==> src/hw/wkin_consts.vh <==
// wake input block: register offsets, fields, reset values, timing counts
// assumes a 10 MHz pclk and an apb slave with 32-bit data
`ifndef WKIN_CONSTS_VH
`define WKIN_CONSTS_VH

// register byte offsets
`define WKIN_CTRL_OFS      12'h000
`define WKIN_BIAS_OFS      12'h004
`define WKIN_LEVEL_OFS     12'h008
`define WKIN_STAT_OFS      12'h00c

// control register fields
`define WKIN_CTRL_WEN_BIT  0
`define WKIN_CTRL_CYC_BIT  1
`define WKIN_CTRL_BUCK_BIT 2
`define WKIN_CTRL_W        3
`define WKIN_CTRL_RST      3'h0

// bias selector
`define WKIN_BIAS_RST      2'h0
`define WKIN_BIAS_NONE     2'h0
`define WKIN_BIAS_PD       2'h1
`define WKIN_BIAS_PU       2'h2
`define WKIN_BIAS_AUTO     2'h3

// operating modes
`define WKIN_MODE_NORMAL   2'h0
`define WKIN_MODE_STOP     2'h1
`define WKIN_MODE_SLEEP    2'h2
`define WKIN_MODE_FAILSAFE 2'h3

// timing, period in ns
`define WKIN_CLK_NS        100
`define WKIN_FILT_US       16
`define WKIN_FILT_CYC      ((`WKIN_FILT_US * 1000) / `WKIN_CLK_NS)
`define WKIN_INT_US        100
`define WKIN_INT_CYC       ((`WKIN_INT_US * 1000 + `WKIN_CLK_NS - 1) / `WKIN_CLK_NS)
`define WKIN_CNT_W         11

`endif

==> src/hw/wkin_filter.v <==
// wake input filter: level follows raw pin after stable filter time
// assumes pin input already synchronous to pclk
`default_nettype none

module wkin_filter (
  input  wire       pclk,
  input  wire       presetn,
  input  wire       sample_en,
  input  wire       raw_in,
  output reg        level_r
);

`include "wkin_consts.vh"

  reg  [`WKIN_CNT_W-1:0] cnt_r;
  wire [31:0]            filt_last_w;
  wire [`WKIN_CNT_W-1:0] filt_last;

  assign filt_last_w = `WKIN_FILT_CYC - 1;
  assign filt_last   = filt_last_w[`WKIN_CNT_W-1:0];

  // count while raw differs from filtered level
  always @(posedge pclk or negedge presetn) begin
    if (!presetn) begin
      cnt_r   <= {`WKIN_CNT_W{1'b0}};
      level_r <= 1'b0;
    end else if (!sample_en || raw_in == level_r) begin
      cnt_r <= {`WKIN_CNT_W{1'b0}};
    end else if (cnt_r == filt_last) begin
      cnt_r   <= {`WKIN_CNT_W{1'b0}};
      level_r <= raw_in;
    end else begin
      cnt_r <= cnt_r + {{(`WKIN_CNT_W-1){1'b0}}, 1'b1};
    end
  end

endmodule

`default_nettype wire

==> src/hw/wkin_top.v <==
// wake input block top: filter, edge detect, mode actions, apb registers
// assumes mode and cyclic window come from the chip's mode controller
//
// The implementer's own choices: the register offsets and the APB register port.
`default_nettype none

module wkin_top (
  input  wire        pclk,
  input  wire        presetn,
  input  wire        psel,
  input  wire        penable,
  input  wire        pwrite,
  input  wire [11:0] paddr,
  input  wire [31:0] pwdata,
  output reg  [31:0] prdata,
  output wire        pready,
  output wire        pslverr,
  input  wire        wake_pin,
  input  wire [1:0]  op_mode,
  input  wire        cyclic_window,
  output reg         int_n,
  output reg         wake_req,
  output reg         restart_req,
  output reg         buck_pwm,
  output reg         pull_up_en,
  output reg         pull_down_en
);

`include "wkin_consts.vh"

  // ==========================================================
  // register bus
  reg [`WKIN_CTRL_W-1:0] ctrl_r;
  reg [1:0]              bias_r;
  reg                    wake_flag_r;
  wire                   wr_en;
  wire                   rd_en;
  wire                   hit;
  wire                   wake_en;
  wire                   cyc_mode;
  wire                   buck_sel;

  function is_mapped;
    input [11:0] a;
    begin
      is_mapped = (a == `WKIN_CTRL_OFS) || (a == `WKIN_BIAS_OFS) ||
                  (a == `WKIN_LEVEL_OFS) || (a == `WKIN_STAT_OFS);
    end
  endfunction

  function mode_awake;
    input [1:0] m;
    begin
      mode_awake = (m == `WKIN_MODE_NORMAL) || (m == `WKIN_MODE_STOP);
    end
  endfunction

  // single-cycle slave, no wait states
  assign pready  = 1'b1;
  assign hit     = is_mapped(paddr);
  assign pslverr = psel & penable & ~hit;
  assign wr_en   = psel & penable & pwrite & hit;
  assign rd_en   = psel & ~penable & ~pwrite;

  assign wake_en  = ctrl_r[`WKIN_CTRL_WEN_BIT];
  assign cyc_mode = ctrl_r[`WKIN_CTRL_CYC_BIT];
  assign buck_sel = ctrl_r[`WKIN_CTRL_BUCK_BIT];

  // ==========================================================
  // filter and edge detect
  wire sense_en;
  wire filt_level;
  reg  filt_prev_r;
  wire edge_evt;
  wire in_stop;
  wire buck_mode_from_pin;

  assign in_stop = (op_mode == `WKIN_MODE_STOP);
  assign buck_mode_from_pin = buck_sel & in_stop;
  assign sense_en = ~cyc_mode | cyclic_window;

  wkin_filter i_wkin_filter (
    .pclk      (pclk),
    .presetn   (presetn),
    .sample_en (sense_en),
    .raw_in    (wake_pin),
    .level_r   (filt_level)
  );

  always @(posedge pclk or negedge presetn) begin
    if (!presetn) begin
      filt_prev_r <= 1'b0;
    end else begin
      filt_prev_r <= filt_level;
    end
  end

  // pin in buck select role takes no wake action
  assign edge_evt = (filt_level ^ filt_prev_r) & wake_en &
                    ~buck_mode_from_pin;

  wire to_int;
  wire to_wake;
  wire to_rst;
  assign to_int  = edge_evt & mode_awake(op_mode);
  assign to_wake = edge_evt & (op_mode == `WKIN_MODE_SLEEP);
  assign to_rst  = edge_evt & (op_mode == `WKIN_MODE_FAILSAFE);

  // ==========================================================
  // mode actions and buck selection
  reg wake_req_nxt;
  reg restart_req_nxt;
  reg buck_pwm_nxt;

  // requests last one cycle, mode controller latches them
  always @* begin
    wake_req_nxt    = to_wake;
    restart_req_nxt = to_rst;
    if (buck_mode_from_pin) begin
      buck_pwm_nxt = wake_pin;
    end else begin
      buck_pwm_nxt = 1'b1;
    end
  end

  always @(posedge pclk or negedge presetn) begin
    if (!presetn) begin
      wake_req    <= 1'b0;
      restart_req <= 1'b0;
      buck_pwm    <= 1'b1;
    end else begin
      wake_req    <= wake_req_nxt;
      restart_req <= restart_req_nxt;
      buck_pwm    <= buck_pwm_nxt;
    end
  end

  // ==========================================================
  // interrupt pulse: low phase then enforced high gap
  localparam INT_IDLE = 2'b00;
  localparam INT_LOW  = 2'b01;
  localparam INT_GAP  = 2'b10;

  wire [31:0]            int_load_w;
  wire [`WKIN_CNT_W-1:0] int_load;
  wire [`WKIN_CNT_W-1:0] cnt_one;
  reg  [1:0]             int_state_r;
  reg  [1:0]             int_state_nxt;
  reg  [`WKIN_CNT_W-1:0] int_cnt_r;
  reg  [`WKIN_CNT_W-1:0] int_cnt_nxt;
  reg                    int_pend_r;
  reg                    int_pend_nxt;
  reg                    int_n_nxt;

  assign int_load_w = `WKIN_INT_CYC;
  assign int_load   = int_load_w[`WKIN_CNT_W-1:0];
  assign cnt_one    = {{(`WKIN_CNT_W-1){1'b0}}, 1'b1};

  // later events queue one more pulse
  always @* begin
    int_state_nxt = int_state_r;
    int_cnt_nxt   = int_cnt_r;
    int_pend_nxt  = int_pend_r | to_int;
    int_n_nxt     = int_n;
    case (int_state_r)
      // idle: start at once if pending
      INT_IDLE: begin
        if (int_pend_r || to_int) begin
          int_state_nxt = INT_LOW;
          int_cnt_nxt   = int_load;
          int_pend_nxt  = 1'b0;
          int_n_nxt     = 1'b0;
        end
      end
      // low: release after full pulse
      INT_LOW: begin
        int_cnt_nxt = int_cnt_r - cnt_one;
        if (int_cnt_r == cnt_one) begin
          int_state_nxt = INT_GAP;
          int_cnt_nxt   = int_load;
          int_n_nxt     = 1'b1;
        end
      end
      // gap: hold high before next pulse
      INT_GAP: begin
        int_cnt_nxt = int_cnt_r - cnt_one;
        if (int_cnt_r == cnt_one) begin
          int_state_nxt = INT_IDLE;
        end
      end
      default: begin
        int_state_nxt = INT_IDLE;
        int_cnt_nxt   = {`WKIN_CNT_W{1'b0}};
        int_n_nxt     = 1'b1;
      end
    endcase
  end

  always @(posedge pclk or negedge presetn) begin
    if (!presetn) begin
      int_state_r <= INT_IDLE;
      int_cnt_r   <= {`WKIN_CNT_W{1'b0}};
      int_pend_r  <= 1'b0;
      int_n       <= 1'b1;
    end else begin
      int_state_r <= int_state_nxt;
      int_cnt_r   <= int_cnt_nxt;
      int_pend_r  <= int_pend_nxt;
      int_n       <= int_n_nxt;
    end
  end

  // ==========================================================
  // bias current sources
  reg pull_up_nxt;
  reg pull_down_nxt;

  always @* begin
    pull_up_nxt   = 1'b0;
    pull_down_nxt = 1'b0;
    case (bias_r)
      `WKIN_BIAS_NONE: begin
        pull_up_nxt   = 1'b0;
        pull_down_nxt = 1'b0;
      end
      `WKIN_BIAS_PD: begin
        pull_up_nxt   = 1'b0;
        pull_down_nxt = 1'b1;
      end
      `WKIN_BIAS_PU: begin
        pull_up_nxt   = 1'b1;
        pull_down_nxt = 1'b0;
      end
      // auto follows the filtered level
      `WKIN_BIAS_AUTO: begin
        pull_up_nxt   = filt_level;
        pull_down_nxt = ~filt_level;
      end
      default: begin
        pull_up_nxt   = 1'b0;
        pull_down_nxt = 1'b0;
      end
    endcase
  end

  always @(posedge pclk or negedge presetn) begin
    if (!presetn) begin
      pull_up_en   <= 1'b0;
      pull_down_en <= 1'b0;
    end else begin
      pull_up_en   <= pull_up_nxt;
      pull_down_en <= pull_down_nxt;
    end
  end

  // ==========================================================
  // register writes and wake flag
  wire                    flag_clr;
  reg  [`WKIN_CTRL_W-1:0] ctrl_nxt;
  reg  [1:0]              bias_nxt;
  reg                     wake_flag_nxt;

  assign flag_clr = wr_en & (paddr == `WKIN_STAT_OFS) & pwdata[0];

  // unmapped offsets change nothing
  always @* begin
    ctrl_nxt      = ctrl_r;
    bias_nxt      = bias_r;
    wake_flag_nxt = wake_flag_r;
    if (wr_en && paddr == `WKIN_CTRL_OFS) begin
      ctrl_nxt = pwdata[`WKIN_CTRL_W-1:0];
    end
    if (wr_en && paddr == `WKIN_BIAS_OFS) begin
      bias_nxt = pwdata[1:0];
    end
    // set wins over clear
    if (edge_evt) begin
      wake_flag_nxt = 1'b1;
    end else if (flag_clr) begin
      wake_flag_nxt = 1'b0;
    end
  end

  always @(posedge pclk or negedge presetn) begin
    if (!presetn) begin
      ctrl_r      <= `WKIN_CTRL_RST;
      bias_r      <= `WKIN_BIAS_RST;
      wake_flag_r <= 1'b0;
    end else begin
      ctrl_r      <= ctrl_nxt;
      bias_r      <= bias_nxt;
      wake_flag_r <= wake_flag_nxt;
    end
  end

  // ==========================================================
  // read data, captured in setup phase
  wire        lvl_ok;
  reg  [31:0] prdata_nxt;

  // level reads zero outside normal and stop
  assign lvl_ok = mode_awake(op_mode);

  always @* begin
    prdata_nxt = prdata;
    if (rd_en) begin
      case (paddr)
        `WKIN_CTRL_OFS:  prdata_nxt = {29'h0000_0000, ctrl_r};
        `WKIN_BIAS_OFS:  prdata_nxt = {30'h0000_0000, bias_r};
        `WKIN_LEVEL_OFS: prdata_nxt = {31'h0000_0000,
                                       lvl_ok & wake_pin};
        `WKIN_STAT_OFS:  prdata_nxt = {31'h0000_0000, wake_flag_r};
        default:         prdata_nxt = 32'h0000_0000;
      endcase
    end
  end

  always @(posedge pclk or negedge presetn) begin
    if (!presetn) begin
      prdata <= 32'h0000_0000;
    end else begin
      prdata <= prdata_nxt;
    end
  end

endmodule

`default_nettype wire

==> config.mk <==
export PLATFORM = sky130hd
export DESIGN_NAME = wkin_top
export DESIGN_NICKNAME = d
export VERILOG_FILES = /design/src/hw/wkin_filter.v /design/src/hw/wkin_top.v
export VERILOG_INCLUDE_DIRS = /design/src /design/src/hw
export SDC_FILE = /design/constraint.sdc
export NUM_CORES = 1
export LEC_CHECK = 0
export ABC_AREA = 1
export BUFFER_PORTS_ARGS = -buffer_cell sky130_fd_sc_hd__buf_2
export CAP_MARGIN = 20
export CORE_ASPECT_RATIO = 0.75
export CORE_MARGIN = 1.5
export CORE_UTILIZATION = 47
export CTS_BUF_LIST = sky130_fd_sc_hd__clkbuf_8
export CTS_CLUSTER_DIAMETER = 50
export DETAILED_ROUTE_END_ITERATION = 8
export MAX_ROUTING_LAYER = met4
export PLACE_DENSITY = 0.79
export SLEW_MARGIN = 5
export SYNTH_ARGS = -nofsm -noshare
export SYNTH_HDL_FRONTEND = slang
export SYNTH_HIERARCHICAL = 1
export SYNTH_SLANG_ARGS = --single-unit
==> constraint.sdc <==
create_clock -name pclk -period 1.3 [get_ports pclk]
set_input_delay 0.065 -clock pclk [delete_from_list [all_inputs] [get_ports pclk]]
set_output_delay 0.065 -clock pclk [all_outputs]
set_load 0.01 [all_outputs]
; ---- After elaboration in Yosys (flattened, before gate mapping)
; Index checks and enable logic that the tools add are counted.
[word_totals]
reg_bits = 71
input_bits = 53
output_inout_bits = 40
word_cells = 100
[op_classes]
add_sub_neg = 2
eq_ne = 17
mux = 20
bitwise = 26
reduce_logical = 19
[ops]
columns = cell, count
row1 = $mux W11, 4
row2 = $pmux W11 S3, 1
row3 = $eq A12 B4 Y1 const B, 2
row4 = $and A1 B1 Y1, 15
row5 = $eq A12 B3 Y1 const B, 1
row6 = $logic_not A12 Y1, 1
row7 = $pmux W3 S4, 1
row8 = $add A11 B1 Y11 const B, 1
row9 = $eq A11 B1 Y1 const B, 1
row10 = $eq A11 B8 Y1 const B, 1
row11 = $sub A11 B1 Y11 const B, 1
row12 = $eq A2 B2 Y1 const B, 5
row13 = $pmux W1 S3, 3
row14 = $not A1 Y1, 8
row15 = $mux W1, 7
row16 = $eq A2 B1 Y1 const B, 3
row17 = $logic_not A2 Y1, 3
row18 = $logic_or A1 B1 Y1, 6
row19 = $mux W2, 3
row20 = $ne A2 B2 Y1 const B, 3
row21 = $pmux W2 S3, 1
row22 = $reduce_and A3 Y1, 2
row23 = $reduce_or A2 Y1, 2
row24 = $logic_and A1 B1 Y1, 2
row25 = other kinds (6), 7

; ---- Depth between registers and ports, before layout
[depth]
word_depth = 9
depth_mapped = 10
ltp_nobuf = 10

; ---- Modules after synthesis
; Netlist, hierarchy kept.
[by_module_without_submodules]
columns = module, n_inst, cells_each, area_per_inst_um2, seq_area_each_um2
row1 = wkin_top, 1, 277, 2026.9, 753.2
row2 = wkin_filter, 1, 88, 686.9, 300.3

; ---- Worst setup path after synthesis
; No wires, ideal clock.
[synth_timing]
path_type = flip-flop to flip-flop
from = register int_cnt_r[0]
to = register int_cnt_r[8]
setup_ps = 113
arrival_ps = 1215
required_time_ps = 1187
setup_slack_ps = -28
path_stages_with_launch = 10
n_path_buf = 0
synth_period_minus_slack_ps = 1328
cell_sequence = dfrtp_1 -> inv_1 -> ha_1 -> nand2_1 -> o21ai_0 -> nand2_1 -> nand2_1 -> nand2_1 -> nand2_1 -> inv_1
[synth_via]
elab_chain_cells = 3
elab_cells_between_ends = 4
classes_between = add/sub: 1 / eq/ne: 1 / mux: 2
[synth_rtl]
columns = item, line
row1 = start: declaration, wkin_top.v:149  ; reg [`WKIN_CNT_W-1:0] int_cnt_r;
row2 = start signal: assignment, wkin_top.v:202  ; int_cnt_r <= {`WKIN_CNT_W{1'b0}};
row3 = start signal: assignment, wkin_top.v:207  ; int_cnt_r <= int_cnt_nxt;
row4 = $sub A11 B1 Y11 or $eq A11 B1 Y1 (tied branches), "wkin_top.v:177, wkin_top.v:186, wkin_top.v:178"
row5 = $mux W11, wkin_top.v:178  ; if (int_cnt_r == cnt_one) begin
row6 = $pmux W11 S3 *, wkin_top.v:165  ; case (int_state_r)
; Every way passes the cells marked *; elsewhere a longest branch is shown, timed or not.
; A chain may end at the register's enable or synchronous reset.

; ---- Worst setup path after layout
[layout_timing]
from = register int_cnt_r[1]
to = register int_cnt_r[2]
; The elaborated chain is that of the path after synthesis.

==> impl_metrics.py <==
metrics = {
    "setup_path": {
        "path_cells": "inv_2 > buf_4 > ha_4 > buf_4 > xor2_2 > nand3_1 > nand3_1",
        "worstSetupPathType": "reg -> reg",
        "max_stage_delay_ns": 0.40,
        "arrival_ns": 1.58,
        "cp_max_fo": 3,
        "endpoint_kind": "flop",
        "cp_slowest_cell": "dfrtp_1",
        "cp.required_ns": 1.52,
        "critical_path.startpoint_type": "flop",
    },
    "grt": {
        "grt_overflow": 0,
        "grt_start_max_net_pins": 43,
        "gr-usage-met1": 0.241,
        "grt_pass1_wl_um": 9280,
        "busiest_layer": "met2",
        "grt_util_met2": 0.328,
        "grt_use_total": 0.194,
        "antenna_found_initial": 0,
        "met3_usage": 0.0329,
        "first_global_vias": 2133,
    },
    "die": {
        "initial_utilization": 0.496,
        "io_pins": 93,
        "num_rows": 23,
        "die_height_um": 68.8,
        "die_area_um2": 6240,
        "die_w_um": 90.7,
        "core_area_um2": 5470,
    },
    "sta": {
        "slew_violations": 0,
        "skew_ns": 0.00373,
        "rsz0062_at_grt": "true",
        "hold_violations": 0,
        "setup_slack_ns": -0.0615,
        "maxSlewHeadroom": 0.656,
        "period_minus_slack_ns": 1.36,
        "report.final.setup_viol": 8,
        "worst_slew_pin_slew_ns": 0.515,
        "fmax_mhz": 734,
        "finalSetupTns_ns": -0.222,
        "fin_crit_sh": 1.05,
    },
    "synth": {
        "seq_area_frac_synth": 0.388,
        "syn_avg_cell_area_um2": 7.44,
        "synth_area_um2": 2710,
        "ys_ff_latch": 42,
        "synth_top_area_frac": 0.369,
        "netlist_instances": 365,
        "synth_top_area_cell": "dfrtp_1",
        "ys_types": 33,
        "ys_warn_count": 6,
        "ys_top_cells_by_area": "dfrtp_1 (37%), nand2_1 (13%), buf_4 (8.3%)",
    },
    "pwr": {
        "power_mw": 2.35,
        "seqPwrFrac": 0.562,
        "p_per_area_nw_per_um2": 713,
        "p_sw_uw": 600,
        "ir_worst_vdd_mv": 0.500,
        "clkPwrFrac": 0.352,
        "p_leak_nw": 1.78,
        "comb_power_share": 0.085,
        "sw_frac_of_total": 0.255,
        "internal-power_mw": 1.75,
    },
    "placed_design": {
        "numPortBuffers": 33,
        "hpwl_um": 4130,
        "dp_cells": 483,
        "placed_area_um2": 2960,
        "gp_congestion": 0.838,
    },
    "cells_and_area": {
        "final_cells": 505,
        "syn2layout_area_growth_pct": 21.7,
        "fillers": 479,
        "num-nets-final": 485,
        "antenna_cells": 0,
        "stdcell_area_um2": 3300,
        "drive_above_1_share": 0.295,
    },
    "clocking": {
        "clockRootBuffer": "clkbuf_8",
        "clock-sinks": 42,
        "clk_path_buf_depth": 2,
        "insertion_delay_ns": 0.29,
        "cts_buffers": 5,
        "cts_tree": "yes",
        "clk_pin_slew_worst_paths_ns": 0.08,
        "htree_num_levels": 2,
    },
    "detailed_routing": {
        "antenna_left": 0,
        "avgRoutedWirePerCell_um": 11.9,
        "drt-total-wl_um": 6030,
        "drt_iter0_drc": 231,
        "drc": 0,
        "viasPerCell": 4.88,
        "via_count": 2463,
        "dr.pass1.iters": 4,
    },
    "run_status": {
        "status": "complete, but fails checks",
        "violations": "setup timing",
    },
    "flow_run": {
        "maxCapViolations": 0,
    },
    "worst_hold_path": {
        "min_path_type": "in -> reg",
    },
}
-- power by group through the flow --
stage | clock, mW | combinational [mW] | sequential (mW)
3_5_place_dp | 0 | 0.181 | 1.35
6_report | 0.829 | 0.201 | 1.32
3_3_place_gp | 0 | 0.176 | 1.35
2_1_floorplan | 0 | 0.159 | 1.35
5_1_grt | 0.902 | 0.227 | 1.32
4_1_cts | 0.849 | 0.186 | 1.32
-- timing repair --
| action | in CTS | in global routing |
|---|---|---|
| pin swaps | 7 | 5 |
| hold endpoints to repair | 44 | 0 |
| buffers inserted | 5 | 6 |
| endpoints found under the setup margin | 12 | 25 |
| gates cloned | 0 | 1 |
| hold buffers | 2 | 0 |
| resized for setup | 18 | 21 |
-- Yosys cell counts, drive strengths merged --
cell	n
nand2	106
inv	51
nor2	49
dfrtp	40
nand3	38
buf	30
o21ai	16
nand4	7
a21oi	6
nor3	4
ha	3
xor2	3
conb	2
dfstp	2
a31oi	1
and2	1
clkinv	1
nor3b	1
o211a	1
o21a	1
o21bai	1
or3	1
-- registers in the layout (all words and copies together) (netlist names), 2 cells and up --
name                 count
bias_r                   2
ctrl_r                   3
i_wkin_filter/cnt_r     11
int_state_r              2
prdata                   3
int_cnt_r               11
-- stage by stage --
stage | utilization | worst slack [ns] | hold slack (ns)
2_1_floorplan | - | 0.00527 | -0.231
3_3_place_gp | 0.541 | -0.0347 | 0.0559
3_5_place_dp | 0.541 | -0.0945 | 0.0587
4_1_cts | 0.579 | -0.0111 | 0.0164
5_1_grt | 0.604 | -0.136 | 0.0105
6_report | 0.604 | -0.0615 | 0.0200
-- worst paths after layout --
check | start | end | slack, ns | cells past startpoint
min in group asynchronous | presetn | int_cnt_r[6] | 0.26 | 3
max in group asynchronous | presetn | buck_pwm | 0.76 | 3
max | int_cnt_r[1] | int_cnt_r[2] | -0.06 | 7
min reg2reg | int_n | int_n | 0.48 | 2
min | op_mode[1] | restart_req | 0.02 | 3
max reg2reg | int_cnt_r[1] | int_cnt_r[2] | -0.06 | 7
-- cell type report --
type,instances,area [um2],area share
Clock buffer,5,68.8,0.0208
Clock inverter,3,17.5,0.00531
Multi-Input combinational cell,270,1490,0.451
Inverter,52,198,0.0599
Tap cell,75,93.8,0.0284
Timing Repair Buffer,58,378,0.114
Sequential cell,42,1060,0.321
-- critical path: cells and delay by family, from the launching register on --
family	cells	cell delay [ns]
buffers and inverters	3	0.35
DFF	1	0.40
adders and majority gates	1	0.14
xor gates and xnor gates	1	0.16
and+or+nand+nor	2	0.23
-- logic make-up (layout without fill, tap and decap cells) --
| kind of cell | Yosys count | after routing | synth area share |
|---|---|---|---|
| AND/OR/NAND/NOR | 207 | 208 | 0.377 |
| buffers and inverters | 82 | 118 | 0.155 |
| flip-flops | 42 | 42 | 0.388 |
| AO/OA/AOI/OAI | 26 | 26 | 0.0535 |
| adder cells (fa/ha/maj) | 3 | 3 | 0.0138 |
| XOR/XNOR | 3 | 3 | 0.00968 |
| other | 2 | 30 | 0.00277 |
-- layer usage --
layer | part of all wire | vias to the layer above
met1 | 0.44 | 1152
met3 | 0.058 | 6
met5 | 0 | -
met2 | 0.49 | 98
li1 | - | 1207
met4 | 0.011 | 0
-- layout by cell type, fill, tap and decap left out, types with 9 or more instances in the layout --
| cell | count |
|---|---|
| nand3_1 | 29 |
| o21ai_1 | 11 |
| inv_1 | 41 |
| dfrtp_1 | 36 |
| nor2_4 | 9 |
| inv_2 | 10 |
| nor2_1 | 33 |
| buf_2 | 33 |
| buf_4 | 20 |
| nand2_1 | 93 |
| conb_1 | 30 |
No activity file was read; power rests on OpenSTA's default activity.
